--- src/hdl/tac_pkg.sv ---
// Constants and types shared by the temperature alarm control block.
package tac_pkg;

	// Register indices; the byte address on the bus is four times the index.
	localparam logic [5:0] TAC_IDX_CFG   = 6'h01;
	localparam logic [5:0] TAC_IDX_UPPER = 6'h02;
	localparam logic [5:0] TAC_IDX_LOWER = 6'h03;
	localparam int unsigned TAC_AW = 8;

	// Configuration register fields.
	localparam int unsigned TAC_CFG_MODE   = 0;
	localparam int unsigned TAC_CFG_POL    = 1;
	localparam int unsigned TAC_CFG_CRIT   = 2;
	localparam int unsigned TAC_CFG_EN     = 3;
	localparam int unsigned TAC_CFG_STS    = 4;
	localparam int unsigned TAC_CFG_CLR    = 5;
	localparam int unsigned TAC_CFG_WLOCK  = 6;
	localparam int unsigned TAC_CFG_CLOCK  = 7;
	localparam int unsigned TAC_CFG_SHDN   = 8;
	localparam int unsigned TAC_CFG_HYST_L = 9;
	localparam int unsigned TAC_CFG_HYST_H = 10;
	localparam logic [15:0] TAC_CFG_RESET  = 16'h0000;

	// Threshold register layout: sign in bit 12, value down to bit 2.
	localparam int unsigned TAC_THR_LSB   = 2;
	localparam int unsigned TAC_THR_MSB   = 12;
	localparam int unsigned TAC_THR_W     = 11;
	localparam logic [10:0] TAC_THR_RESET = 11'h000;

	// Temperature samples are 12-bit two's complement in eighths of a degree.
	localparam int unsigned TAC_TEMP_W = 12;
	localparam int unsigned TAC_CW     = 14;

	// Hysteresis codes 00..11 as 0, 1.5, 3.0 and 6.0 degrees in eighths.
	localparam logic [13:0] TAC_HYST_0  = 14'h0000;
	localparam logic [13:0] TAC_HYST_15 = 14'h000c;
	localparam logic [13:0] TAC_HYST_30 = 14'h0018;
	localparam logic [13:0] TAC_HYST_60 = 14'h0030;

	typedef enum logic {
		TAC_MODE_CMP = 1'b0,
		TAC_MODE_INT = 1'b1
	} tac_mode_t;

endpackage

--- src/hdl/tac_cmp_if.sv ---
// Link between the control block and its window comparator.
`timescale 1ns/1ps
`default_nettype none
interface tac_cmp_if;
	import tac_pkg::*;
	logic                  sample;
	logic [TAC_TEMP_W-1:0] temp;
	logic [TAC_THR_W-1:0]  upper;
	logic [TAC_THR_W-1:0]  lower;
	logic [1:0]            hyst;
	logic                  upper_cond;
	logic                  lower_cond;

	modport ctrl (
		output sample, temp, upper, lower, hyst,
		input  upper_cond, lower_cond
	);
	modport cmp (
		input  sample, temp, upper, lower, hyst,
		output upper_cond, lower_cond
	);
endinterface
`default_nettype wire

--- src/hdl/tac_alarm_ctrl.sv ---
// Alarm thresholds, configuration and alert pin control behind Wishbone.
`timescale 1ns/1ps
`default_nettype none
module tac_alarm_ctrl
	import tac_pkg::*;
(
	// Clock and reset
	input  wire logic              clk_i,
	input  wire logic              rst_i,
	// Wishbone slave
	input  wire logic              wb_cyc_i,
	input  wire logic              wb_stb_i,
	input  wire logic              wb_we_i,
	input  wire logic [TAC_AW-1:0] wb_adr_i,
	input  wire logic [3:0]        wb_sel_i,
	input  wire logic [31:0]       wb_dat_i,
	output logic      [31:0]       wb_dat_o,
	output logic                   wb_ack_o,
	// Sensor link, asynchronous to clk_i
	input  wire logic              sample_clk_i,
	input  wire logic [11:0]       temp_i,
	input  wire logic              crit_alarm_i,
	// Alert pin
	output logic                   alert_o,
	output logic                   alert_oen_o
);

	// Link synchronisers.
	logic        sclk_s1_q;
	logic        sclk_s2_q;
	logic        sclk_s3_q;
	logic [11:0] temp_s1_q;
	logic [11:0] temp_s2_q;
	logic        crit_s1_q;
	logic        crit_s2_q;

	// Sample capture.
	logic [11:0] temp_q;
	logic        sample_q;
	logic        sclk_rise;

	// Configuration state.
	logic        en_q;
	logic        crit_only_q;
	logic        pol_q;
	tac_mode_t   mode_q;
	logic        wlock_q;
	logic        clock_q;
	logic        shdn_q;
	logic [1:0]  hyst_q;
	logic        status_q;

	// Threshold state.
	logic [TAC_THR_W-1:0] upper_q;
	logic [TAC_THR_W-1:0] lower_q;

	// Alarm tracking.
	logic        upper_p_q;
	logic        lower_p_q;
	logic        crit_p_q;
	logic        latch_q;
	logic        alarm_lvl;
	logic        alarm_evt;
	logic        active;
	logic        asserted;

	// Bus decode.
	logic        ack_q;
	logic        req;
	logic        wr;
	logic [5:0]  idx;
	logic        lock_any;
	logic        cfg_wr;
	logic        clr;
	logic [15:0] cfg_view;
	logic [15:0] cfg_wd;
	logic [15:0] upper_wd;
	logic [15:0] lower_wd;
	logic [15:0] rd_data;

	tac_cmp_if cmp_bus ();

	// Replace only the byte lanes that the master selects.
	function automatic logic [15:0] lane_merge(
		input logic [15:0] old_val,
		input logic [31:0] wdat,
		input logic [3:0]  sel
	);
		lane_merge[7:0]  = sel[0] ? wdat[7:0] : old_val[7:0];
		lane_merge[15:8] = sel[1] ? wdat[15:8] : old_val[15:8];
	endfunction

	// Threshold register image with reserved bits forced to zero.
	function automatic logic [15:0] thr_view(
		input logic [TAC_THR_W-1:0] thr
	);
		thr_view = {3'h0, thr, 2'h0};
	endfunction

	// Every link input passes two flip-flops before any logic reads it.
	always_ff @(posedge clk_i) begin
		if (rst_i) begin
			sclk_s1_q <= 1'b0;
			sclk_s2_q <= 1'b0;
			sclk_s3_q <= 1'b0;
			temp_s1_q <= 12'h000;
			temp_s2_q <= 12'h000;
			crit_s1_q <= 1'b0;
			crit_s2_q <= 1'b0;
		end else begin
			sclk_s1_q <= sample_clk_i;
			sclk_s2_q <= sclk_s1_q;
			sclk_s3_q <= sclk_s2_q;
			temp_s1_q <= temp_i;
			temp_s2_q <= temp_s1_q;
			crit_s1_q <= crit_alarm_i;
			crit_s2_q <= crit_s1_q;
		end
	end

	assign sclk_rise = sclk_s2_q & ~sclk_s3_q;

	// Sampling stops in shutdown, so the comparators hold their state.
	always_ff @(posedge clk_i) begin
		if (rst_i) begin
			temp_q   <= 12'h000;
			sample_q <= 1'b0;
		end else begin
			sample_q <= sclk_rise & ~shdn_q;
			if (sclk_rise && !shdn_q) begin
				temp_q <= temp_s2_q;
			end
		end
	end

	assign cmp_bus.sample = sample_q;
	assign cmp_bus.temp   = temp_q;
	assign cmp_bus.upper  = upper_q;
	assign cmp_bus.lower  = lower_q;
	assign cmp_bus.hyst   = hyst_q;

	tac_window_cmp u_cmp (
		.clk_i (clk_i),
		.rst_i (rst_i),
		.bus   (cmp_bus.cmp)
	);

	// Bus request decode; a write acts at the edge that raises ack.
	assign req      = wb_cyc_i & wb_stb_i & ~ack_q;
	assign wr       = req & wb_we_i;
	assign idx      = wb_adr_i[7:2];
	assign lock_any = wlock_q | clock_q;
	assign cfg_wr   = wr & (idx == TAC_IDX_CFG);

	assign cfg_view = {5'h00, hyst_q, shdn_q, clock_q, wlock_q,
		1'b0, status_q, en_q, crit_only_q, pol_q, mode_q};
	assign cfg_wd   = lane_merge(cfg_view, wb_dat_i, wb_sel_i);
	assign upper_wd = lane_merge(thr_view(upper_q), wb_dat_i, wb_sel_i);
	assign lower_wd = lane_merge(thr_view(lower_q), wb_dat_i, wb_sel_i);

	// Locks are sampled before the write, so a write that sets a lock
	// still updates the other fields it carries.
	always_ff @(posedge clk_i) begin
		if (rst_i) begin
			en_q   <= TAC_CFG_RESET[TAC_CFG_EN];
			pol_q  <= TAC_CFG_RESET[TAC_CFG_POL];
			mode_q <= tac_mode_t'(TAC_CFG_RESET[TAC_CFG_MODE]);
			shdn_q <= TAC_CFG_RESET[TAC_CFG_SHDN];
			hyst_q <= TAC_CFG_RESET[TAC_CFG_HYST_H:TAC_CFG_HYST_L];
		end else if (cfg_wr && !lock_any) begin
			en_q   <= cfg_wd[TAC_CFG_EN];
			pol_q  <= cfg_wd[TAC_CFG_POL];
			mode_q <= tac_mode_t'(cfg_wd[TAC_CFG_MODE]);
			shdn_q <= cfg_wd[TAC_CFG_SHDN];
			hyst_q <= cfg_wd[TAC_CFG_HYST_H:TAC_CFG_HYST_L];
		end
	end

	// The critical-trip lock alone does not freeze this bit.
	always_ff @(posedge clk_i) begin
		if (rst_i) begin
			crit_only_q <= TAC_CFG_RESET[TAC_CFG_CRIT];
		end else if (cfg_wr && !wlock_q) begin
			crit_only_q <= cfg_wd[TAC_CFG_CRIT];
		end
	end

	// Lock bits can only be set; reset is the sole way back.
	always_ff @(posedge clk_i) begin
		if (rst_i) begin
			wlock_q <= TAC_CFG_RESET[TAC_CFG_WLOCK];
			clock_q <= TAC_CFG_RESET[TAC_CFG_CLOCK];
		end else if (cfg_wr) begin
			wlock_q <= wlock_q | cfg_wd[TAC_CFG_WLOCK];
			clock_q <= clock_q | cfg_wd[TAC_CFG_CLOCK];
		end
	end

	// Thresholds keep only bits 12:2; the rest is never stored.
	always_ff @(posedge clk_i) begin
		if (rst_i) begin
			upper_q <= TAC_THR_RESET;
			lower_q <= TAC_THR_RESET;
		end else if (wr && !wlock_q) begin
			if (idx == TAC_IDX_UPPER) begin
				upper_q <= upper_wd[TAC_THR_MSB:TAC_THR_LSB];
			end
			if (idx == TAC_IDX_LOWER) begin
				lower_q <= lower_wd[TAC_THR_MSB:TAC_THR_LSB];
			end
		end
	end

	// Alarm level and events, narrowed to the critical input if selected.
	always_comb begin
		if (crit_only_q) begin
			alarm_lvl = crit_s2_q;
			alarm_evt = crit_s2_q & ~crit_p_q;
		end else begin
			alarm_lvl = cmp_bus.upper_cond | cmp_bus.lower_cond | crit_s2_q;
			alarm_evt = (cmp_bus.upper_cond & ~upper_p_q)
				| (cmp_bus.lower_cond ^ lower_p_q)
				| (crit_s2_q & ~crit_p_q);
		end
	end

	always_ff @(posedge clk_i) begin
		if (rst_i) begin
			upper_p_q <= 1'b0;
			lower_p_q <= 1'b0;
			crit_p_q  <= 1'b0;
		end else begin
			upper_p_q <= cmp_bus.upper_cond;
			lower_p_q <= cmp_bus.lower_cond;
			crit_p_q  <= crit_s2_q;
		end
	end

	// The clear bit is self-clearing: it is never stored, only acted on.
	assign clr = cfg_wr & cfg_wd[TAC_CFG_CLR] & (mode_q == TAC_MODE_INT);

	// A new event in the cycle of a clear keeps the latch set.
	always_ff @(posedge clk_i) begin
		if (rst_i) begin
			latch_q <= 1'b0;
		end else if (shdn_q || !en_q || mode_q == TAC_MODE_CMP) begin
			latch_q <= 1'b0;
		end else if (alarm_evt) begin
			latch_q <= 1'b1;
		end else if (clr) begin
			latch_q <= 1'b0;
		end
	end

	always_comb begin
		case (mode_q)
			TAC_MODE_CMP: active = alarm_lvl;
			TAC_MODE_INT: active = latch_q;
			default: active = 1'b0;
		endcase
	end

	assign asserted = active & en_q & ~shdn_q;

	always_ff @(posedge clk_i) begin
		if (rst_i) begin
			status_q <= 1'b0;
		end else begin
			status_q <= asserted;
		end
	end

	// Active low works open-drain: the pin is only ever pulled low.
	always_ff @(posedge clk_i) begin
		if (rst_i) begin
			alert_o     <= 1'b0;
			alert_oen_o <= 1'b1;
		end else if (shdn_q) begin
			alert_o     <= 1'b0;
			alert_oen_o <= 1'b1;
		end else if (!pol_q) begin
			alert_o     <= 1'b0;
			alert_oen_o <= ~asserted;
		end else begin
			alert_o     <= asserted;
			alert_oen_o <= 1'b0;
		end
	end

	always_comb begin
		case (idx)
			TAC_IDX_CFG: rd_data = cfg_view;
			TAC_IDX_UPPER: rd_data = thr_view(upper_q);
			TAC_IDX_LOWER: rd_data = thr_view(lower_q);
			default: rd_data = 16'h0000;
		endcase
	end

	// Unmapped addresses still acknowledge, read zero and store nothing.
	always_ff @(posedge clk_i) begin
		if (rst_i) begin
			ack_q    <= 1'b0;
			wb_dat_o <= 32'h0000_0000;
		end else begin
			ack_q <= req;
			if (req && !wb_we_i) begin
				wb_dat_o <= {16'h0000, rd_data};
			end
		end
	end

	assign wb_ack_o = ack_q;

endmodule
`default_nettype wire

--- src/hdl/tac_window_cmp.sv ---
// Upper and lower alarm window comparator with falling hysteresis.
`timescale 1ns/1ps
`default_nettype none
module tac_window_cmp
	import tac_pkg::*;
(
	// Clock and reset
	input  wire logic clk_i,
	input  wire logic rst_i,
	// Link to the control block
	tac_cmp_if.cmp    bus
);

	logic                     upper_q;
	logic                     lower_q;
	logic signed [TAC_CW-1:0] temp_e;
	logic signed [TAC_CW-1:0] upper_e;
	logic signed [TAC_CW-1:0] lower_e;
	logic signed [TAC_CW-1:0] hyst_e;

	// Thresholds are in quarters; one left shift brings them to eighths.
	function automatic logic [TAC_CW-1:0] thr_to_e8(
		input logic [TAC_THR_W-1:0] thr
	);
		thr_to_e8 = {{(TAC_CW-TAC_THR_W-1){thr[TAC_THR_W-1]}}, thr, 1'b0};
	endfunction

	assign temp_e  = {{(TAC_CW-TAC_TEMP_W){bus.temp[TAC_TEMP_W-1]}},
		bus.temp};
	assign upper_e = thr_to_e8(bus.upper);
	assign lower_e = thr_to_e8(bus.lower);

	always_comb begin
		case (bus.hyst)
			2'b00: hyst_e = TAC_HYST_0;
			2'b01: hyst_e = TAC_HYST_15;
			2'b10: hyst_e = TAC_HYST_30;
			2'b11: hyst_e = TAC_HYST_60;
			default: hyst_e = TAC_HYST_0;
		endcase
	end

	// Hysteresis only widens the clearing side of the upper limit.
	always_ff @(posedge clk_i) begin
		if (rst_i) begin
			upper_q <= 1'b0;
		end else if (bus.sample) begin
			if (!upper_q && temp_e > upper_e) begin
				upper_q <= 1'b1;
			end else if (upper_q && temp_e <= upper_e - hyst_e) begin
				upper_q <= 1'b0;
			end
		end
	end

	// The lower limit trips below the limit minus hysteresis.
	always_ff @(posedge clk_i) begin
		if (rst_i) begin
			lower_q <= 1'b0;
		end else if (bus.sample) begin
			if (!lower_q && temp_e < lower_e - hyst_e) begin
				lower_q <= 1'b1;
			end else if (lower_q && temp_e >= lower_e) begin
				lower_q <= 1'b0;
			end
		end
	end

	assign bus.upper_cond = upper_q;
	assign bus.lower_cond = lower_q;

endmodule
`default_nettype wire

--- config.mk ---
export PLATFORM = sky130hd
export DESIGN_NAME = tac_alarm_ctrl
export DESIGN_NICKNAME = d
export VERILOG_FILES = /design/src/hdl/tac_pkg.sv /design/src/hdl/tac_cmp_if.sv /design/src/hdl/tac_alarm_ctrl.sv /design/src/hdl/tac_window_cmp.sv
export SDC_FILE = /design/constraint.sdc
export NUM_CORES = 1
export LEC_CHECK = 0
export ABC_AREA = 1
export BUFFER_PORTS_ARGS = -buffer_cell sky130_fd_sc_hd__buf_4
export CAP_MARGIN = 20
export CELL_PAD_IN_SITES_DETAIL_PLACEMENT = 0
export CELL_PAD_IN_SITES_GLOBAL_PLACEMENT = 2
export CORE_MARGIN = 2
export CORE_UTILIZATION = 32
export DETAILED_ROUTE_END_ITERATION = 7
export PLACE_DENSITY_LB_ADDON = 0.1
export SYNTH_ARGS = -nofsm -noshare
export SYNTH_HDL_FRONTEND = slang
export SYNTH_SLANG_ARGS = --single-unit
export TNS_END_PERCENT = 5
--- constraint.sdc ---
create_clock -name clk_i -period 4.1 [get_ports clk_i]
set_clock_uncertainty 0.15 [all_clocks]
set_input_delay 0.41 -clock clk_i [delete_from_list [all_inputs] [get_ports clk_i]]
set_output_delay 0.41 -clock clk_i [all_outputs]
set_load 0.05 [all_outputs]
# Word level (Yosys, flattened, before mapping)
# Cells that the tools add are included.
# classes
mul,0
bitwise_logic,28
shifts,0
eq_ne,6
muxes,13
div_mod_pow,0
reduce_logical,34
addsub,2
magnitude_cmp,4
# ops
cell,count
one-hot mux 14 bit (4 select lines),1
one-hot mux 13 bit (3 select lines),1
subtractor 12 x 14 -> 14 bit,2
less-or-equal comparator 12 x 14 -> 1 bit,1
less-than comparator 12 x 14 -> 1 bit,1
AND 1 bit,12
equality test 6 x 2 -> 1 bit (second input constant),2
>= comparator 12 bit,1
> comparator 12 bit,1
AND reduction 3 bit,4
AND reduction 2 bit,5
logical AND 1 bit,9
two-way mux 1 bit,9
two-way mux 8 bit,1
NOT 1 bit,8
zero test 1 bit,7
bitwise OR 1 bit,7
equality test 6 x 1 -> 1 bit (second input constant),1
nonzero test 2 bit,3
equality test 2 bit (second input constant),2
OR reduction 2 bit,2
OR reduction 3 bit,1
equality test 2 x 1 -> 1 bit (second input constant),1
zero test 2 bit,1
3 further kinds,4
# word_totals
romBits,0
out_inout_bits,35
ramBits,0
ff_bits,99
inputBits,63
wordCells,119
latch_bits,0
n_memories,0

# Longest topological paths before layout
# depth
ltp_word,8
depth_mapped,23
depth_no_buf,23

# Cells and area by module
# Synthesis repeated with hierarchy kept, for this count alone.
# hier_totals
cells_unflattened,794
area_unflattened_um2,5655.4
# by_module_without_submodules
module,instances,seq_area_each_um2,cells_each,area_per_inst_um2
tac_alarm_ctrl,1,1881.8,514,3807.4
tac_window_cmp,1,40.0,280,1848.0

# Worst setup path before layout
# No wires, ideal clock.
# synth_timing
kind,reg-to-reg
startpoint,register hyst_q[1] (netlist: cmp_bus.hyst[1])
endpoint,register u_cmp.lower_q (netlist: u_cmp.bus.lower_cond)
required_ns,3.838
path_slack_ns,1.093
path_buffers,0
arrival_time_ns,2.745
path_stages_with_launch,22
setup_time_ns,0.112
synth_period_minus_slack_ns,3.007
cell_sequence,dfxtp_1 inv_1 ha_1 fa_1 a21oi_1 nor2_1 nor2_1 nand3_1 nor2_1 nand2_1 o21ai_0 inv_1 ha_1 nand2_1 inv_1 nand3_1 nor3_1 nand2_1 nand2_1 nand2_1 nand3_1 nand2_1
# synth_via
elab_chain_cells,7
word_cells_on_any_way,11
cone_classes,add/sub: 1; order compare: 1; eq/ne: 3; mux: 2; reduce/logical: 4
# synth_lines
item,line,source
start: declaration,tac_alarm_ctrl.sv:50,logic [1:0] hyst_q;
start signal: assignment,tac_alarm_ctrl.sv:169,hyst_q <= TAC_CFG_RESET[TAC_CFG_HYST_H:TAC_CFG_HYST_L];
start signal: assignment,tac_alarm_ctrl.sv:175,hyst_q <= cfg_wd[TAC_CFG_HYST_H:TAC_CFG_HYST_L];
equality test 2 bit (tied with other cells),tac_window_cmp.sv:34,case (bus.hyst)
one-hot mux 14 bit (4 select lines) (*),tac_window_cmp.sv:34,
subtractor 12 x 14 -> 14 bit (*),tac_window_cmp.sv:61,if (!lower_q && temp_e < lower_e - hyst_e) begin
less-than comparator 12 x 14 -> 1 bit (*),tac_window_cmp.sv:61,
logical AND 1 bit (*),tac_window_cmp.sv:61,
nonzero test 2 bit (no line),n/a,
AND reduction 2 bit (no line),n/a,
end signal: assignment,tac_window_cmp.sv:59,lower_q <= 1'b0;
end signal: assignment,tac_window_cmp.sv:62,lower_q <= 1'b1;
end signal: assignment,tac_window_cmp.sv:64,lower_q <= 1'b0;
end: declaration,tac_window_cmp.sv:15,logic lower_q;
# Every way passes the cells marked *; elsewhere a longest branch is shown, timed or not. The select of a mux whose other input is x is not followed.
# A chain may end at the register's enable or synchronous reset.

# Final worst setup path
# layout_timing
startpoint,register hyst_q[1] (netlist: cmp_bus.hyst[1])
endpoint,register u_cmp.upper_q (netlist: u_cmp.bus.upper_cond)
# layout_via
elab_chain_cells,7
word_cells_on_any_way,10
cone_classes,add/sub: 1; order compare: 1; eq/ne: 3; mux: 1; reduce/logical: 4
# layout_lines
item,line,source
equality test 2 bit (tied with other cells),tac_window_cmp.sv:34,
one-hot mux 14 bit (4 select lines) (*),tac_window_cmp.sv:34,
subtractor 12 x 14 -> 14 bit (*),tac_window_cmp.sv:50,end else if (upper_q && temp_e <= upper_e - hyst_e) begin
less-or-equal comparator 12 x 14 -> 1 bit (*),tac_window_cmp.sv:50,
logical AND 1 bit (*),tac_window_cmp.sv:50,
nonzero test 2 bit (no line) (*),n/a,
AND reduction 2 bit (no line) (*),n/a,
end signal: assignment,tac_window_cmp.sv:46,upper_q <= 1'b0;
end signal: assignment,tac_window_cmp.sv:49,upper_q <= 1'b1;
end signal: assignment,tac_window_cmp.sv:51,upper_q <= 1'b0;
end: declaration,tac_window_cmp.sv:14,logic upper_q;
# Marked as above.

==> flow_summary.yaml <==
timing:
  hold_viol_final: 0
  worst_slew_pin_slew_ns: 0.901
  finalSetupTns_ns: 0
  slew_violations: 0
  max_freq_mhz: 285
  relSlewSlack_pct: 39.7
  whs_ns: 0.110
  setup_viol: 0
  rsz0062_at_grt: "false"
  fin_crit_ns: 3.50
  fin_ws_ns: 0.596
  fin_crit_sh_pct: 85.5
synth:
  syn_avg_cell_area_um2: 7.60
  syn_inst: 693
  yosys.area.top_type_share_pct: 36.5
  ys_top_cells_by_area: "dfxtp_1 (37%), ha_1 (13%), nand2_1 (8.3%)"
  synth-seq-cells: 96
  yosysWarnings: 0
  ys_async_sr_fraction_pct: 0
  synth_cell_types: 37
  yosysSeqAreaShare_pct: 36.5
  synth_edf_count: 0
  yosys_most_used_dff: "dfxtp_1"
  netlist_area_mm2: 0.00527
  post-synth-top-area-cell: "dfxtp_1"
pwr:
  ir_drop_v: 0.000193
  leakagePower_nw: 2.72
  cellPowerDensity_mw_per_mm2: 326
global_routing:
  grt_pass1_vias: 4274
  track_usage_pct: 16.2
  grt_pass1_wl_mm: 22.1
  grt_max_degree: 66
  grt-ovfl-total: 0
  antenna_found_initial: 0
placed_design:
  hpwlAfterDp_mm: 11.0
  gp_congestion: 0.815
  pre_cts_ws_ns: 0.535
  port_buffers: 55
  dpl_cell_area_mm2: 0.00579
clock_network:
  cts.repair.resized: 0
  clock_sinks: 96
  clk_latency_ns: 0.35
  ctsHoldBuffers: 0
  h-tree-depth: 3
  cts_made_buffers: 9
  cts_root_buffer: "clkbuf_16"
  clkTransAtPathRegs_ns: 0.07
  cts_buffer_depth: 2
  cts_tree: "done"
  postCtsSetupBuffers: 0
route:
  first_pass_iters: 4
  viasPerCell: 4.55
  drt-initial-drc-count: 181
  antenna_left: 0
  vias: 4373
  drc: 0
  wl_per_cell_um: 14.1
  wirelength_mm: 13.6
worst_setup_path:
  required_ns: 4.19
  endpoint_kind: "flop"
  arrival_ns: 3.60
  startpoint_type: "flop"
  r2r_setup_slack_ns: 0.60
  worstPathMaxFanout: 5
  timing_worst_setup_path_type: "reg2reg"
finish:
  multi_input_area_mm2: 0.00277
  seqCellArea_mm2: 0.00192
  antenna_cells: 0
  fin_nets: 862
  fin_util_pct: 38.0
  final.fill_count: 1746
  final_cell_area_mm2: 0.00608
  drive_above_1_share_pct: 12.8
  syn_to_final_growth_pct: 15.5
min_path:
  hold_path.class: "in2reg"
floorplanning:
  start_util_pct: 32.9
  die_area_mm2: 0.0175
  core_region_area_mm2: 0.0160
  dieHeight_um: 132
  die_w_um: 132
  fp-row-count: 46
  ioPinCount: 98
outcome:
  status: "finished, final reports clean"
job:
  cap_violations: 0
-- layout make-up --
type	instances	share of cell area, %
Inverter	107	6.60
Clock inverter	5	0.926
Tap cell	216	4.44
Timing Repair Buffer	56	6.91
Clock buffer	10	3.93
Sequential cell	96	31.6
Multi-Input combinational cell	471	45.6
-- critical path, cell delays in order, from the launching register on --
cell and delay (ns):
dfxtp_1 0.31, inv_1 0.15, ha_1 0.24, ha_1 0.22, fa_1 0.22, inv_1 0.05
a21oi_1 0.14, o21ai_0 0.14, nor3_1 0.29, nand2_1 0.14, o21ai_0 0.16, inv_1 0.06
ha_1 0.26, nand2_1 0.06, nor2_1 0.15, inv_1 0.05, nor2_1 0.12, nand2_1 0.08
nand2_1 0.07, nand2_1 0.05, nand3_1 0.13, nand2_1 0.07, nand2_1 0.05, nand2_1 0.05
-- state kept, by name, summed over array words and instances (netlist names), 2 cells and up --
signal,flops
cmp_bus.lower,11
wb_dat_o,13
temp_s1_q,12
cmp_bus.upper,11
cmp_bus.temp,12
temp_s2_q,12
cmp_bus.hyst,2
-- layout by cell type, fill, tap and decap left out, types with 11 or more instances in the layout --
cell,netlist,routed
a21oi_1,79,79
buf_4,21,56
conb_1,1,19
dfxtp_1,96,96
ha_1,56,56
inv_1,102,102
nand2_1,117,117
nand3_1,33,33
nor2_1,60,60
o21ai_0,30,30
o21ai_1,11,11
xor2_1,13,13
-- stage by stage --
stage | cells | power (mW)
2_1_floorplan | 711 | 1.12
3_3_place_gp | 946 | 1.16
3_5_place_dp | 946 | 1.17
4_1_cts | 961 | 2.02
5_1_grt | 961 | 2.08
6_report | 961 | 1.99
-- cell families (layout without fill, tap and decap cells) --
group,after synthesis,after routing,share of synthesized area [%]
AO/OA/AOI/OAI,136,136,13.8
XOR/XNOR,14,14,2.33
adder cells (fa/ha/maj),58,58,14.1
buffers and inverters,144,178,12.1
flip-flops,96,96,36.5
other,1,19,0.0712
AND/OR/NAND/NOR,244,244,21.2
-- cell usage after synthesis, drive strengths merged (8+ instances only) --
library cell    n
clkbuf         12
ha             56
inv           107
o21ai          41
nand3          37
a21oi          79
nand2         120
xor2           13
nand4           9
dfxtp          96
buf            25
nor3            8
nor2           67
-- where the power goes --
part           switching, mW  internal (mW)  total (mW)
Clock                  0.357          0.486       0.843
Combinational          0.126         0.0595       0.185
Sequential           0.00741          0.949       0.957
Total                  0.490           1.49        1.99
-- worst paths after layout --
check,from,end,depth (start not counted)
worst max-delay path,cmp_bus.hyst[1]$_SDFFE_PP0P_,u_cmp.bus.upper_cond$_SDFFE_PP0P_,23
worst min-delay path,temp_i[2],temp_s1_q[2]$_SDFF_PP0_,3
worst max register to register,cmp_bus.hyst[1]$_SDFFE_PP0P_,u_cmp.bus.upper_cond$_SDFFE_PP0P_,23
worst min register to register,temp_s1_q[1]$_SDFF_PP0_,temp_s2_q[1]$_SDFF_PP0_,2
-- routing by layer --
metal	global-route usage, %	vias up	routed length [um]
li1	-	2305	-
met1	21.2	1963	6470
met2	25.8	87	6160
met3	3.69	18	644
met4	6.45	0	311
met5	0	-	0
(Power assumes the default switching activity.)
